==> config.mk <==
export PLATFORM = sky130hd
export DESIGN_NAME = compat_timer1_counter_regs
export DESIGN_NICKNAME = d
export VERILOG_FILES = /design/src/hdl/timer1_pkg.sv /design/src/hdl/compat_timer1_counter_regs.sv /design/src/hdl/pin_sync.sv /design/src/hdl/timer1_prescaler.sv
export SDC_FILE = /design/constraint.sdc
export NUM_CORES = 1
export LEC_CHECK = 0
export CELL_PAD_IN_SITES_DETAIL_PLACEMENT = 0
export CELL_PAD_IN_SITES_GLOBAL_PLACEMENT = 1
export CORE_ASPECT_RATIO = 1.75
export CORE_MARGIN = 3
export CORE_UTILIZATION = 52
export DETAILED_ROUTE_END_ITERATION = 16
export DONT_BUFFER_PORTS = 1
export PLACE_DENSITY = 0.86
export REMOVE_ABC_BUFFERS = 1
export SETUP_SLACK_MARGIN = 0.1
export SYNTH_ARGS = -nofsm -noshare
export SYNTH_HDL_FRONTEND = slang
export SYNTH_HIERARCHICAL = 1
export SYNTH_SLANG_ARGS = --single-unit
export TNS_END_PERCENT = 1
==> constraint.sdc <==
create_clock -name sys_clk -period 5.2 [get_ports sys_clk]
set_input_delay 0 -clock sys_clk [delete_from_list [all_inputs] [get_ports sys_clk]]
set_output_delay 0 -clock sys_clk [all_outputs]
set_load 0.01 [all_outputs]
==> src/hdl/timer1_pkg.sv <==
// Register map, field positions and reset values of the eight-bit timer
`default_nettype none
package timer1_pkg;
    localparam logic [7:0] ADDR_GENERAL_CTRL   = 8'h2C;
    localparam logic [7:0] ADDR_COUNTER        = 8'h2F;
    localparam logic [7:0] ADDR_TIMER_CTRL     = 8'h30;
    localparam logic [7:0] ADDR_IRQ_FLAGS      = 8'h38;
    localparam logic [7:0] ADDR_IRQ_MASK       = 8'h39;
    localparam logic [7:0] ADDR_COMPARE_A      = 8'h31;
    localparam logic [7:0] ADDR_COMPARE_C      = 8'h32;
    localparam logic [7:0] ADDR_PLL_CTRL       = 8'h33;

    localparam int BIT_CLEAR_ON_COMPARE = 7;
    localparam int BIT_PWM_A_ENABLE     = 6;
    localparam int BIT_OUT_MODE_A_HI    = 5;
    localparam int BIT_OUT_MODE_A_LO    = 4;
    localparam int BIT_FORCE_COMPARE_A  = 2;
    localparam int BIT_PRESCALER_RESET  = 1;
    localparam int BIT_COMPARE_A        = 6;
    localparam int BIT_OVERFLOW         = 2;
    localparam int BIT_PERIPH_CLK_EN    = 2;

    localparam logic [7:0] RESET_TIMER_CTRL = 8'h00;
    localparam logic [7:0] RESET_COUNTER    = 8'h00;
    localparam logic [7:0] RESET_COMPARE_A  = 8'h00;
    localparam logic [7:0] RESET_COMPARE_C  = 8'hFF;
    localparam logic [7:0] COUNT_TOP        = 8'hFF;
    localparam logic [7:0] COUNT_ZERO       = 8'h00;

    localparam logic [3:0] CS_STOP        = 4'h0;
    localparam logic [3:0] CS_PERIPH_LAST = 4'h4;
    localparam logic [3:0] CS_CPU_FIRST   = 4'h5;

    typedef enum logic [1:0] {
        OUT_OFF    = 2'b00,
        OUT_TOGGLE = 2'b01,
        OUT_CLEAR  = 2'b10,
        OUT_SET    = 2'b11
    } out_mode_t;
endpackage
`default_nettype wire

==> src/hdl/compat_timer1_counter_regs.sv <==
// Eight-bit timer with compare channels, PWM and its register block
//
// What this block does
// Clear-on-compare set: counter goes to zero the cycle after compare-A match.
// Clear-on-compare clear: compare match leaves the count alone.
// PWM-A enable selects PWM; counter returns to zero after compare-C match.
// Outside PWM, output mode 00 off, 01 toggle, 10 clear, 11 set on match.
// Software must set the pin direction bit before the output drives the pin.
// Clock select: 0 stops, 1-4 peripheral clock /1../8, 5-15 CPU /1../1024.
// Force-compare-A applies the output action like a match, no flag set.
// Force-compare-A reads zero and does nothing in PWM mode.
// Prescaler reset bit clears the prescaler only, self-clears, reads zero.
// Counter is read/write; a write lands one cycle later.
// Compare-A matches only when counting into the value, not on writes.
// Compare-A match sets its flag after a synchronising delay.
// Compare-C matches only by counting; with clear-on-compare it clears counter.
// Compare-A flag, its enable and global enable request interrupt vector 3.
// Overflow flag, its enable and global enable request interrupt vector 4.
// Compare-A flag clears on vector execution or one cycle after writing one.
// Overflow flag sets on overflow, clears on vector or write of one.
// Reserved mask/flag bits 7 and 0 and PLL bits 6 to 3 read zero.
// In legacy mode the peripheral clock enable bit reads one.
// Overflow on wrap from FF; in PWM also on reset from compare-C.
// PWM mode 10 clears on match, sets at zero; 11 reverse; 00/01 off.
// In PWM, compare-A writes are buffered until the counter reaches compare-C.
// A flag set coinciding with a software clear leaves the flag set.
//
// Local design decision: the address-and-strobe port.
`timescale 1ns/1ps
`default_nettype none
module compat_timer1_counter_regs (
    input  wire logic       sys_clk,
    input  wire logic       reset,
    input  wire logic [7:0] regAddr,
    input  wire logic [7:0] regWriteData,
    input  wire logic       regWrite,
    input  wire logic       regRead,
    output logic      [7:0] regReadData,
    input  wire logic       fastPeriphClock,
    input  wire logic       globalIrqEnable,
    input  wire logic       legacyMode,
    input  wire logic       portDirection,
    input  wire logic       compareAVectorAck,
    input  wire logic       overflowVectorAck,
    output logic            compareAIrq,
    output logic            overflowIrq,
    output logic            compareAOutput,
    output logic            compareAOutputEnable
);
    import timer1_pkg::*;

    logic [7:0] timerControl;
    logic [7:0] counterValue;
    logic [7:0] compareAActive;
    logic [7:0] compareABuffer;
    logic [7:0] compareCValue;
    logic       compareAIrqEnable;
    logic       overflowIrqEnable;
    logic       compareAFlag;
    logic       overflowFlag;
    logic       periphClockEnable;
    logic       counterWritePending;
    logic [7:0] counterWriteData;
    logic       clearAPending;
    logic       clearOvfPending;
    logic       matchAHit;
    logic       matchCHit;
    logic       wrapHit;
    logic       periphSync;
    logic       periphPrev;
    logic       periphEdge;
    logic       tick;
    logic       advance;
    logic       clearNow;
    logic       prescalerClear;
    logic       forceA;
    logic [7:0] nextCount;
    logic [7:0] next_readData;

    logic       clearOnCompare;
    logic       pwmAEnable;
    out_mode_t  outModeA;
    logic [3:0] clockSelect;

    assign clearOnCompare = timerControl[BIT_CLEAR_ON_COMPARE];
    assign pwmAEnable     = timerControl[BIT_PWM_A_ENABLE];
    assign outModeA       = out_mode_t'(timerControl[BIT_OUT_MODE_A_HI:BIT_OUT_MODE_A_LO]);
    assign clockSelect    = timerControl[3:0];

    logic wrGeneral;
    logic wrCounter;
    logic wrControl;
    logic wrFlags;
    logic wrMask;
    logic wrCompareA;
    logic wrCompareC;
    logic wrPll;

    // Address decode for writes
    always_comb begin
        wrGeneral  = 1'b0;
        wrCounter  = 1'b0;
        wrControl  = 1'b0;
        wrFlags    = 1'b0;
        wrMask     = 1'b0;
        wrCompareA = 1'b0;
        wrCompareC = 1'b0;
        wrPll      = 1'b0;
        if (!regWrite) begin
            wrGeneral = 1'b0;
        end else if (regAddr == ADDR_GENERAL_CTRL) begin
            wrGeneral = 1'b1;
        end else if (regAddr == ADDR_COUNTER) begin
            wrCounter = 1'b1;
        end else if (regAddr == ADDR_TIMER_CTRL) begin
            wrControl = 1'b1;
        end else if (regAddr == ADDR_IRQ_FLAGS) begin
            wrFlags = 1'b1;
        end else if (regAddr == ADDR_IRQ_MASK) begin
            wrMask = 1'b1;
        end else if (regAddr == ADDR_COMPARE_A) begin
            wrCompareA = 1'b1;
        end else if (regAddr == ADDR_COMPARE_C) begin
            wrCompareC = 1'b1;
        end else if (regAddr == ADDR_PLL_CTRL) begin
            wrPll = 1'b1;
        end
    end

    // Peripheral clock arrives from another domain
    pin_sync #(
        .WIDTH (1)
    ) periph_sync (
        .sys_clk (sys_clk),
        .reset   (reset),
        .asyncIn (fastPeriphClock),
        .syncOut (periphSync)
    );

    always_ff @(posedge sys_clk) begin
        if (reset) begin
            periphPrev <= 1'b0;
        end else begin
            periphPrev <= periphSync;
        end
    end

    assign periphEdge     = periphSync && !periphPrev;
    assign prescalerClear = wrGeneral && regWriteData[BIT_PRESCALER_RESET];
    assign forceA         = wrGeneral && regWriteData[BIT_FORCE_COMPARE_A] && !pwmAEnable;

    timer1_prescaler #(
        .CPU_DIV_BITS (10)
    ) prescaler (
        .sys_clk     (sys_clk),
        .reset       (reset),
        .clear       (prescalerClear),
        .periphEdge  (periphEdge),
        .clockSelect (clockSelect),
        .tick        (tick)
    );

    // Clearing is one cycle after the match; PWM always clears on compare-C
    assign clearNow  = (matchAHit && clearOnCompare && !pwmAEnable)
                     || (matchCHit && (clearOnCompare || pwmAEnable));
    assign advance   = tick && !counterWritePending && !clearNow;
    assign nextCount = counterValue + 8'h01;

    always_ff @(posedge sys_clk) begin
        if (reset) begin
            timerControl <= RESET_TIMER_CTRL;
        end else if (wrControl) begin
            timerControl <= regWriteData;
        end
    end

    // Written count lands a cycle later so match logic never sees it
    always_ff @(posedge sys_clk) begin
        if (reset) begin
            counterWritePending <= 1'b0;
            counterWriteData    <= RESET_COUNTER;
        end else begin
            counterWritePending <= wrCounter;
            if (wrCounter) begin
                counterWriteData <= regWriteData;
            end
        end
    end

    always_ff @(posedge sys_clk) begin
        if (reset) begin
            counterValue <= RESET_COUNTER;
        end else if (counterWritePending) begin
            counterValue <= counterWriteData;
        end else if (clearNow) begin
            counterValue <= COUNT_ZERO;
        end else if (advance) begin
            counterValue <= nextCount;
        end
    end

    // Matches only from counting, never from a write
    always_ff @(posedge sys_clk) begin
        if (reset) begin
            matchAHit <= 1'b0;
            matchCHit <= 1'b0;
            wrapHit   <= 1'b0;
        end else begin
            matchAHit <= advance && (nextCount == compareAActive);
            matchCHit <= advance && (nextCount == compareCValue);
            wrapHit   <= advance && (counterValue == COUNT_TOP);
        end
    end

    // Buffered compare value in PWM avoids glitching pulses
    always_ff @(posedge sys_clk) begin
        if (reset) begin
            compareABuffer <= RESET_COMPARE_A;
            compareAActive <= RESET_COMPARE_A;
        end else begin
            if (wrCompareA) begin
                compareABuffer <= regWriteData;
            end
            if (wrCompareA && !pwmAEnable) begin
                compareAActive <= regWriteData;
            end else if (pwmAEnable && matchCHit) begin
                compareAActive <= compareABuffer;
            end
        end
    end

    always_ff @(posedge sys_clk) begin
        if (reset) begin
            compareCValue <= RESET_COMPARE_C;
        end else if (wrCompareC) begin
            compareCValue <= regWriteData;
        end
    end

    always_ff @(posedge sys_clk) begin
        if (reset) begin
            compareAIrqEnable <= 1'b0;
            overflowIrqEnable <= 1'b0;
        end else if (wrMask) begin
            compareAIrqEnable <= regWriteData[BIT_COMPARE_A];
            overflowIrqEnable <= regWriteData[BIT_OVERFLOW];
        end
    end

    always_ff @(posedge sys_clk) begin
        if (reset) begin
            periphClockEnable <= 1'b0;
        end else if (wrPll) begin
            periphClockEnable <= regWriteData[BIT_PERIPH_CLK_EN];
        end
    end

    // Write-one clears take one synchronising cycle
    always_ff @(posedge sys_clk) begin
        if (reset) begin
            clearAPending   <= 1'b0;
            clearOvfPending <= 1'b0;
        end else begin
            clearAPending   <= wrFlags && regWriteData[BIT_COMPARE_A];
            clearOvfPending <= wrFlags && regWriteData[BIT_OVERFLOW];
        end
    end

    // Set wins over any clear so no event is lost
    always_ff @(posedge sys_clk) begin
        if (reset) begin
            compareAFlag <= 1'b0;
        end else if (matchAHit) begin
            compareAFlag <= 1'b1;
        end else if (clearAPending || compareAVectorAck) begin
            compareAFlag <= 1'b0;
        end
    end

    always_ff @(posedge sys_clk) begin
        if (reset) begin
            overflowFlag <= 1'b0;
        end else if (wrapHit || (pwmAEnable && matchCHit)) begin
            overflowFlag <= 1'b1;
        end else if (clearOvfPending || overflowVectorAck) begin
            overflowFlag <= 1'b0;
        end
    end

    always_ff @(posedge sys_clk) begin
        if (reset) begin
            compareAIrq <= 1'b0;
            overflowIrq <= 1'b0;
        end else begin
            compareAIrq <= compareAFlag && compareAIrqEnable && globalIrqEnable;
            overflowIrq <= overflowFlag && overflowIrqEnable && globalIrqEnable;
        end
    end

    // Compare output pin
    always_ff @(posedge sys_clk) begin
        if (reset) begin
            compareAOutput <= 1'b0;
        end else if (pwmAEnable) begin
            if (outModeA == OUT_CLEAR) begin
                if (matchAHit) begin
                    compareAOutput <= 1'b0;
                end else if (wrapHit || clearNow) begin
                    compareAOutput <= 1'b1;
                end
            end else if (outModeA == OUT_SET) begin
                if (matchAHit) begin
                    compareAOutput <= 1'b1;
                end else if (wrapHit || clearNow) begin
                    compareAOutput <= 1'b0;
                end
            end
        end else if (matchAHit || forceA) begin
            case (outModeA)
                OUT_TOGGLE: begin
                    compareAOutput <= !compareAOutput;
                end
                OUT_CLEAR: begin
                    compareAOutput <= 1'b0;
                end
                OUT_SET: begin
                    compareAOutput <= 1'b1;
                end
                default: begin
                    compareAOutput <= compareAOutput;
                end
            endcase
        end
    end

    // Pin is driven only with the direction bit set by software
    always_ff @(posedge sys_clk) begin
        if (reset) begin
            compareAOutputEnable <= 1'b0;
        end else begin
            compareAOutputEnable <= portDirection
                && (pwmAEnable ? outModeA[1] : (outModeA != OUT_OFF));
        end
    end

    // Read mux; strobe bits and reserved bits read zero
    always_comb begin
        next_readData = 8'h00;
        if (!regRead) begin
            next_readData = 8'h00;
        end else if (regAddr == ADDR_GENERAL_CTRL) begin
            next_readData = 8'h00;
        end else if (regAddr == ADDR_COUNTER) begin
            next_readData = counterValue;
        end else if (regAddr == ADDR_TIMER_CTRL) begin
            next_readData = timerControl;
        end else if (regAddr == ADDR_IRQ_FLAGS) begin
            next_readData[BIT_COMPARE_A] = compareAFlag;
            next_readData[BIT_OVERFLOW]  = overflowFlag;
        end else if (regAddr == ADDR_IRQ_MASK) begin
            next_readData[BIT_COMPARE_A] = compareAIrqEnable;
            next_readData[BIT_OVERFLOW]  = overflowIrqEnable;
        end else if (regAddr == ADDR_COMPARE_A) begin
            next_readData = compareABuffer;
        end else if (regAddr == ADDR_COMPARE_C) begin
            next_readData = compareCValue;
        end else if (regAddr == ADDR_PLL_CTRL) begin
            next_readData[BIT_PERIPH_CLK_EN] = periphClockEnable || legacyMode;
        end
    end

    always_ff @(posedge sys_clk) begin
        if (reset) begin
            regReadData <= 8'h00;
        end else begin
            regReadData <= next_readData;
        end
    end
endmodule
`default_nettype wire

==> src/hdl/pin_sync.sv <==
// Two-flop synchroniser for levels from outside the clock domain
`timescale 1ns/1ps
`default_nettype none
module pin_sync #(
    parameter int WIDTH = 1
) (
    input  wire logic             sys_clk,
    input  wire logic             reset,
    input  wire logic [WIDTH-1:0] asyncIn,
    output logic      [WIDTH-1:0] syncOut
);
    logic [WIDTH-1:0] firstStage;

    // First stage feeds only the second
    always_ff @(posedge sys_clk) begin
        if (reset) begin
            firstStage <= '0;
            syncOut    <= '0;
        end else begin
            firstStage <= asyncIn;
            syncOut    <= firstStage;
        end
    end
endmodule
`default_nettype wire

==> src/hdl/timer1_prescaler.sv <==
// Counter clock prescaler: fast peripheral clock or CPU clock source
`timescale 1ns/1ps
`default_nettype none
module timer1_prescaler
    import timer1_pkg::*;
#(
    parameter int CPU_DIV_BITS = 10
) (
    input  wire logic       sys_clk,
    input  wire logic       reset,
    input  wire logic       clear,
    input  wire logic       periphEdge,
    input  wire logic [3:0] clockSelect,
    output logic            tick
);
    logic [2:0]              periphDiv;
    logic [CPU_DIV_BITS-1:0] cpuDiv;
    logic [3:0]              shift;

    always_ff @(posedge sys_clk) begin
        if (reset || clear) begin
            periphDiv <= 3'h0;
            cpuDiv    <= '0;
        end else begin
            cpuDiv <= cpuDiv + 1'b1;
            if (periphEdge) begin
                periphDiv <= periphDiv + 3'h1;
            end
        end
    end

    // Tick when the low bits of the divider are all ones
    always_comb begin
        shift = 4'h0;
        tick  = 1'b0;
        if (clockSelect == CS_STOP) begin
            tick = 1'b0;
        end else if (clockSelect <= CS_PERIPH_LAST) begin
            shift = clockSelect - 4'h1;
            tick  = periphEdge && ((periphDiv | ~(3'h7 >> (4'h3 - shift))) == 3'h7);
        end else begin
            shift = clockSelect - CS_CPU_FIRST;
            tick  = &(cpuDiv | ~(CPU_DIV_BITS'((1 << shift) - 1)));
        end
    end
endmodule
`default_nettype wire

== Yosys cells after proc, flatten, opt, wreduce, memory -nomap -nowiden ==
Index checks and enable logic that the tools add are counted.

* Output and inout port bits: 12
* Bits in registers: 87
* Input bits: 26

* Bitwise logic cells: 5
* Magnitude comparators: 1
* Reductions and logical operators: 47
* $add $sub $neg: 7
* Eq/ne operators: 18
* Muxes and demuxes: 82
* Shift operators: 2

{| class="wikitable"
|+ Operator list
! kind !! count
|-
| $mux W1 || 67
|-
| $eq A8 B6 Y1 const B || 8
|-
| $mux W8 || 8
|-
| $logic_and A1 B1 Y1 || 22
|-
| $eq A8 B8 Y1 || 2
|-
| $add A10 B1 Y10 const B || 1
|-
| $not A10 Y10 || 1
|-
| $or A10 B10 Y10 || 1
|-
| $reduce_and A10 Y1 || 1
|-
| $reduce_bool A2 Y1 || 5
|-
| $shl A1 B4 Y10 const A || 1
|-
| $sub A10 B2 Y10 const B || 1
|-
| $logic_or A1 B1 Y1 || 9
|-
| $add A8 B1 Y8 const B || 1
|-
| $eq A8 B8 Y1 const B || 1
|-
| $mux W2 || 3
|-
| $mux W3 || 2
|-
| $reduce_bool A3 Y1 || 2
|-
| $logic_not A1 Y1 || 5
|-
| $mux W5 || 1
|-
| $reduce_and A5 Y1 || 1
|-
| $eq A2 B2 Y1 const B || 2
|-
| $le A4 B3 Y1 const B || 1
|-
| $logic_not A4 Y1 || 1
|-
| 15 further kinds || 15
|}

== Depth between registers and ports, before layout ==
* Depth in word-level cells: 14
* Gate-level depth with buffers: 17
* Depth with buffers taken out: 15

== Modules after synthesis ==
The synthesis kept the hierarchy.

{| class="wikitable"
|+ By module, submodules not included
! module !! seq. area each (um^2) !! cells an instance !! instances !! area each (um^2)
|-
| compat_timer1_counter_regs || 1441.4 || 411 || 1 || 3530.9
|-
| timer1_prescaler || 260.2 || 161 || 1 || 1315.0
|-
| pin_sync || 40.0 || 4 || 1 || 52.6
|}

== Least setup slack after synthesis ==
No wires, ideal clock.

* Kind: reg2reg
* Start: register timerControl[0]
* End: register matchCHit
* Required time: 5.085 ns
* Slack: 1.676 ns
* Data arrival time: 3.409 ns
* Library setup time: 0.115 ns
* Stages on the path, launching flop included: 16
* Cells stage by stage: dfxtp_1 buf_6 inv_1 ha_1 buf_2 and4b_1 a41oi_1 ha_1 o311ai_1 nor3_1 mux2i_1 o2111a_1 o21a_1 inv_1 or3_1 a2111oi_0

* Longest elaborated chain between the ends: 12
* Elaborated cells on any way between the ends: 20

{| class="wikitable"
|+ RTL lines
! item !! line !! RTL
|-
| from (decl) || compat_timer1_counter_regs.sv:52 || <nowiki>logic [7:0] timerControl;</nowiki>
|-
| from (signal assigned) || compat_timer1_counter_regs.sv:173 || <nowiki>timerControl <= regWriteData;</nowiki>
|-
| $sub A4 B1 Y4 || timer1_prescaler.sv:39 || <nowiki>shift = clockSelect - 4'h1;</nowiki>
|-
| $sub A2 B4 Y4 || timer1_prescaler.sv:40 || <nowiki>tick = periphEdge && ((periphDiv | ~(3'h7 >> (4'h3 - shift))) == 3'h7);</nowiki>
|-
| $shr A3 B4 Y3 || timer1_prescaler.sv:40 ||
|-
| $not A3 Y3 || timer1_prescaler.sv:40 ||
|-
| $or A3 B3 Y3 || timer1_prescaler.sv:40 ||
|-
| $eq A3 B3 Y1 || timer1_prescaler.sv:40 ||
|-
| $logic_and A1 B1 Y1 || timer1_prescaler.sv:40 ||
|-
| $mux W1 || timer1_prescaler.sv:38 || <nowiki>end else if (clockSelect <= CS_PERIPH_LAST) begin</nowiki>
|-
| $mux W1 * || timer1_prescaler.sv:36 || <nowiki>if (clockSelect == CS_STOP) begin</nowiki>
|-
| named net tick || compat_timer1_counter_regs.sv:72 || <nowiki>logic tick;</nowiki>
|-
| $logic_and A1 B1 Y1 * (2 in a row) || compat_timer1_counter_regs.sv:166 || <nowiki>assign advance = tick && !counterWritePending && !clearNow;</nowiki>
|-
| $logic_and A1 B1 Y1 * || compat_timer1_counter_regs.sv:210 || <nowiki>matchCHit <= advance && (nextCount == compareCValue);</nowiki>
|-
| to (signal assigned) || compat_timer1_counter_regs.sv:210 ||
|-
| to (decl) || compat_timer1_counter_regs.sv:67 || <nowiki>logic matchCHit;</nowiki>
|}

Mark *: on every way through the listed nets, which the timed path passes. The rest lies on a longest branch.
A chain may end at the register's enable or synchronous reset.

== Worst setup path in the final report ==
Same ends and word-level chain as after synthesis.

==> impl_metrics.py <==
metrics = {
    "synth": {
        "netlist_area_sq_mm": 0.00490,
        "postSynthCellCount": 576,
        "ys.flop_type": "dfxtp_1",
        "yosys_warnings": 6,
        "synth_edf_count": 0,
        "synth_top_area_share_pct": 35.6,
        "yosysSeqAreaShare_pct": 35.6,
        "synth_area_leaders": "dfxtp_1 36%, mux2i_1 6.3%, nor2_1 4.8%",
        "synth_cell_types": 75,
        "async_flop_share_pct": 0,
        "yosys.area.top_type": "dfxtp_1",
        "avgSynthCellArea_sq_um": 8.50,
        "synth_seq_cells": 87,
    },
    "sta": {
        "tns_ns": 0,
        "rsz0062_at_grt": "false",
        "tightestPinTransition_ns": 1.16,
        "hold_viol": 2,
        "fin_crit_ns": 4.36,
        "finalCritPeriodShare_pct": 83.8,
        "clock_skew_ns": 0.00590,
        "relSlewSlack_pct": 22.5,
        "maxClockFrequency_mhz": 230,
        "setup_viol": 0,
        "drv_slew": 0,
        "hold_ws_ns": -0.0129,
    },
    "clocking": {
        "cts_setup_buffers": 0,
        "clk_latency_ns": 0.35,
        "htree_levels": 3,
        "cts-root-buf": "clkbuf_16",
        "ctsHoldBuffers": 22,
        "cts_resized": 0,
        "numCtsBuffers": 9,
        "path_clk_slew_ns": 0.06,
        "cts_tree": "done",
        "clockBufferDepth": 2,
        "cts_num_sinks": 87,
    },
    "final_layout": {
        "final_cell_area_sq_mm": 0.00539,
        "final_cell_mix": "87 x dfxtp_1, 63 x nor2_1, 59 x nand2_1, 37 x a21oi_1, 31 x mux2i_1",
        "area_growth_pct": 10.1,
        "drive_above_1_share_pct": 7.30,
        "fillCellCount": 847,
        "num-nets-final": 605,
        "final_common_cell": "dfxtp_1",
    },
    "drt": {
        "dr.pass1.iters": 5,
        "drt_iter0_drc": 277,
        "drt-total-wl_microns": 15200,
        "postRouteAntennaNets": 0,
        "dr_total_vias": 4341,
        "viasPerCell": 6.24,
        "drcViolationCount": 0,
        "wl_per_cell_microns": 21.9,
    },
    "power_and_ir_drop": {
        "peakVddDrop_mv": 0.183,
        "p_per_area_mw_per_mm2": 252,
        "leakagePower_uw": 0.00195,
    },
    "placement": {
        "gp_congestion": 0.900,
        "numPortBuffers": 0,
        "dp_hpwl_microns": 10400,
        "placed_area_sq_mm": 0.00487,
    },
    "worst_hold_path": {
        "hp-class": "input pin to flip-flop",
    },
    "status": {
        "violations": "negative hold slack",
        "outcome": "finished with violations",
    },
    "global_route": {
        "grtUsageTotal_pct": 29.5,
        "grt_pass1_wl_microns": 23700,
        "grt_max_degree": 65,
        "grt_pass1_vias": 4411,
        "antenna_found_initial": 1,
        "overflow": 0,
    },
    "floorplan": {
        "io_pins": 38,
        "die_area_sq_mm": 0.0107,
        "start_util_pct": 53.5,
        "die_width_microns": 79.4,
        "die_h_microns": 134,
        "rows": 46,
        "core-area_sq_mm": 0.00915,
    },
    "critical_path": {
        "cp-start-kind": "flip-flop",
        "reg2reg_slack_ns": 0.84,
        "cp-end-kind": "flip-flop",
        "cp.required_ns": 5.42,
        "critPathMaxFanout": 17,
        "critPathArrivalTime_ns": 4.58,
        "path_class": "flip-flop to flip-flop",
    },
    "job": {
        "maxCapViolCount": 0,
    },
}
-- cell families (layout without fill, tap and decap cells) --
kind of cell / Yosys count / count (layout) / synth area share, %
AND/OR/NAND/NOR: 221 / 221 / 23.5
buffers and inverters: 57 / 56 / 5.31
AO/OA/AOI/OAI: 132 / 132 / 19.2
XOR/XNOR: 34 / 34 / 6.67
other: 0 / 1 / 0
adder cells (fa/ha/maj): 9 / 9 / 2.30
multiplexers: 36 / 36 / 7.48
flip-flops: 87 / 87 / 35.6
-- power breakdown --
group	switching, uW	leakage [uW]	internal (uW)
registers	4.40	0.000702	670
clock network	282	0.000139	339
logic	37.9	0.00111	26.6
total	324	0.00195	1040
-- final timing paths --
path	startpoint	to	cells past startpoint
setup / recovery	timerControl[0]	matchCHit	14
hold / removal	reset	compareABuffer[1]	2
setup reg to reg	timerControl[0]	matchCHit	14
hold reg to reg	counterWriteData[4]	counterWriteData[4]	2
-- final cells by class --
type / count / area [sq um] / area share [%]
clock inverter: 6 / 43.8 / 0.812
sequential: 87 / 1740 / 32.3
clock buffer: 10 / 239 / 4.43
inverter: 16 / 60.1 / 1.11
tap: 120 / 150 / 2.78
timing repair buffer: 24 / 253 / 4.69
multi-input combinational: 432 / 2900 / 53.8
antenna: 1 / 2.50 / 0.0464
-- routing by layer --
metal	vias to the layer above	part of all wire [%]	track usage, %
li1	2034	-	-
met1	2097	35	30.2
met2	162	55	55.1
met3	48	4.8	4.44
met4	0	5.2	17.4
met5	-	0	0
-- flip-flops by register name, summed over array words and instances (netlist names), 3 cells and up --
name / flops
compareAActive: 8
compareABuffer: 8
compareCValue: 8
counterValue: 8
counterWriteData: 8
prescaler/cpuDiv: 10
prescaler/periphDiv: 3
regReadData: 8
timerControl: 8
-- critical path, cell delays in order (launching register included) --
cell and delay (ns):
dfxtp_1 0.73, inv_1 0.19, ha_1 0.45, nand2b_1 0.32
o32ai_4 0.30, nand2_1 0.09, ha_1 0.29, o22ai_1 0.10
a211oi_2 0.17, o2111ai_1 0.14, a221oi_2 0.28, o21a_1 0.29
inv_1 0.15, or3_1 0.42, a2111oi_0 0.29
-- metrics by stage --
| step | total power [uW] | instances | setup slack [ns] | hold WS (ns) | utilization [%] |
|---|---|---|---|---|---|
| 2_1_floorplan | 714 | 535 | 1.56 | 0.0691 | - |
| 6_report | 1360 | 696 | 0.843 | -0.0129 | 58.9 |
| 5_1_grt | 1400 | 696 | 0.551 | 0.0281 | 58.9 |
| 3_3_place_gp | 723 | 657 | 1.16 | 0.0765 | 53.2 |
| 3_5_place_dp | 724 | 657 | 0.961 | 0.0773 | 53.2 |
| 4_1_cts | 1370 | 695 | 0.926 | 0.00863 | 58.9 |
-- cell usage after synthesis, drive strengths merged, types with 3 or more instances --
master    n
a211o     8
a211oi   14
a21o      4
a21oi    37
a22oi    14
and2      5
and3      6
and4      6
buf      20
clkbuf   21
dfxtp    87
ha        9
inv      16
mux2      5
mux2i    31
nand2    60
nand2b   11
nand3    12
nand4     7
nor2     63
nor2b    20
nor3      9
nor4      4
o2111ai   3
o211ai    3
o21a      4
o21ai    18
o22ai     3
or3       4
xnor2    16
xor2     16
Note: power is estimated with default switching activity, not from simulation.
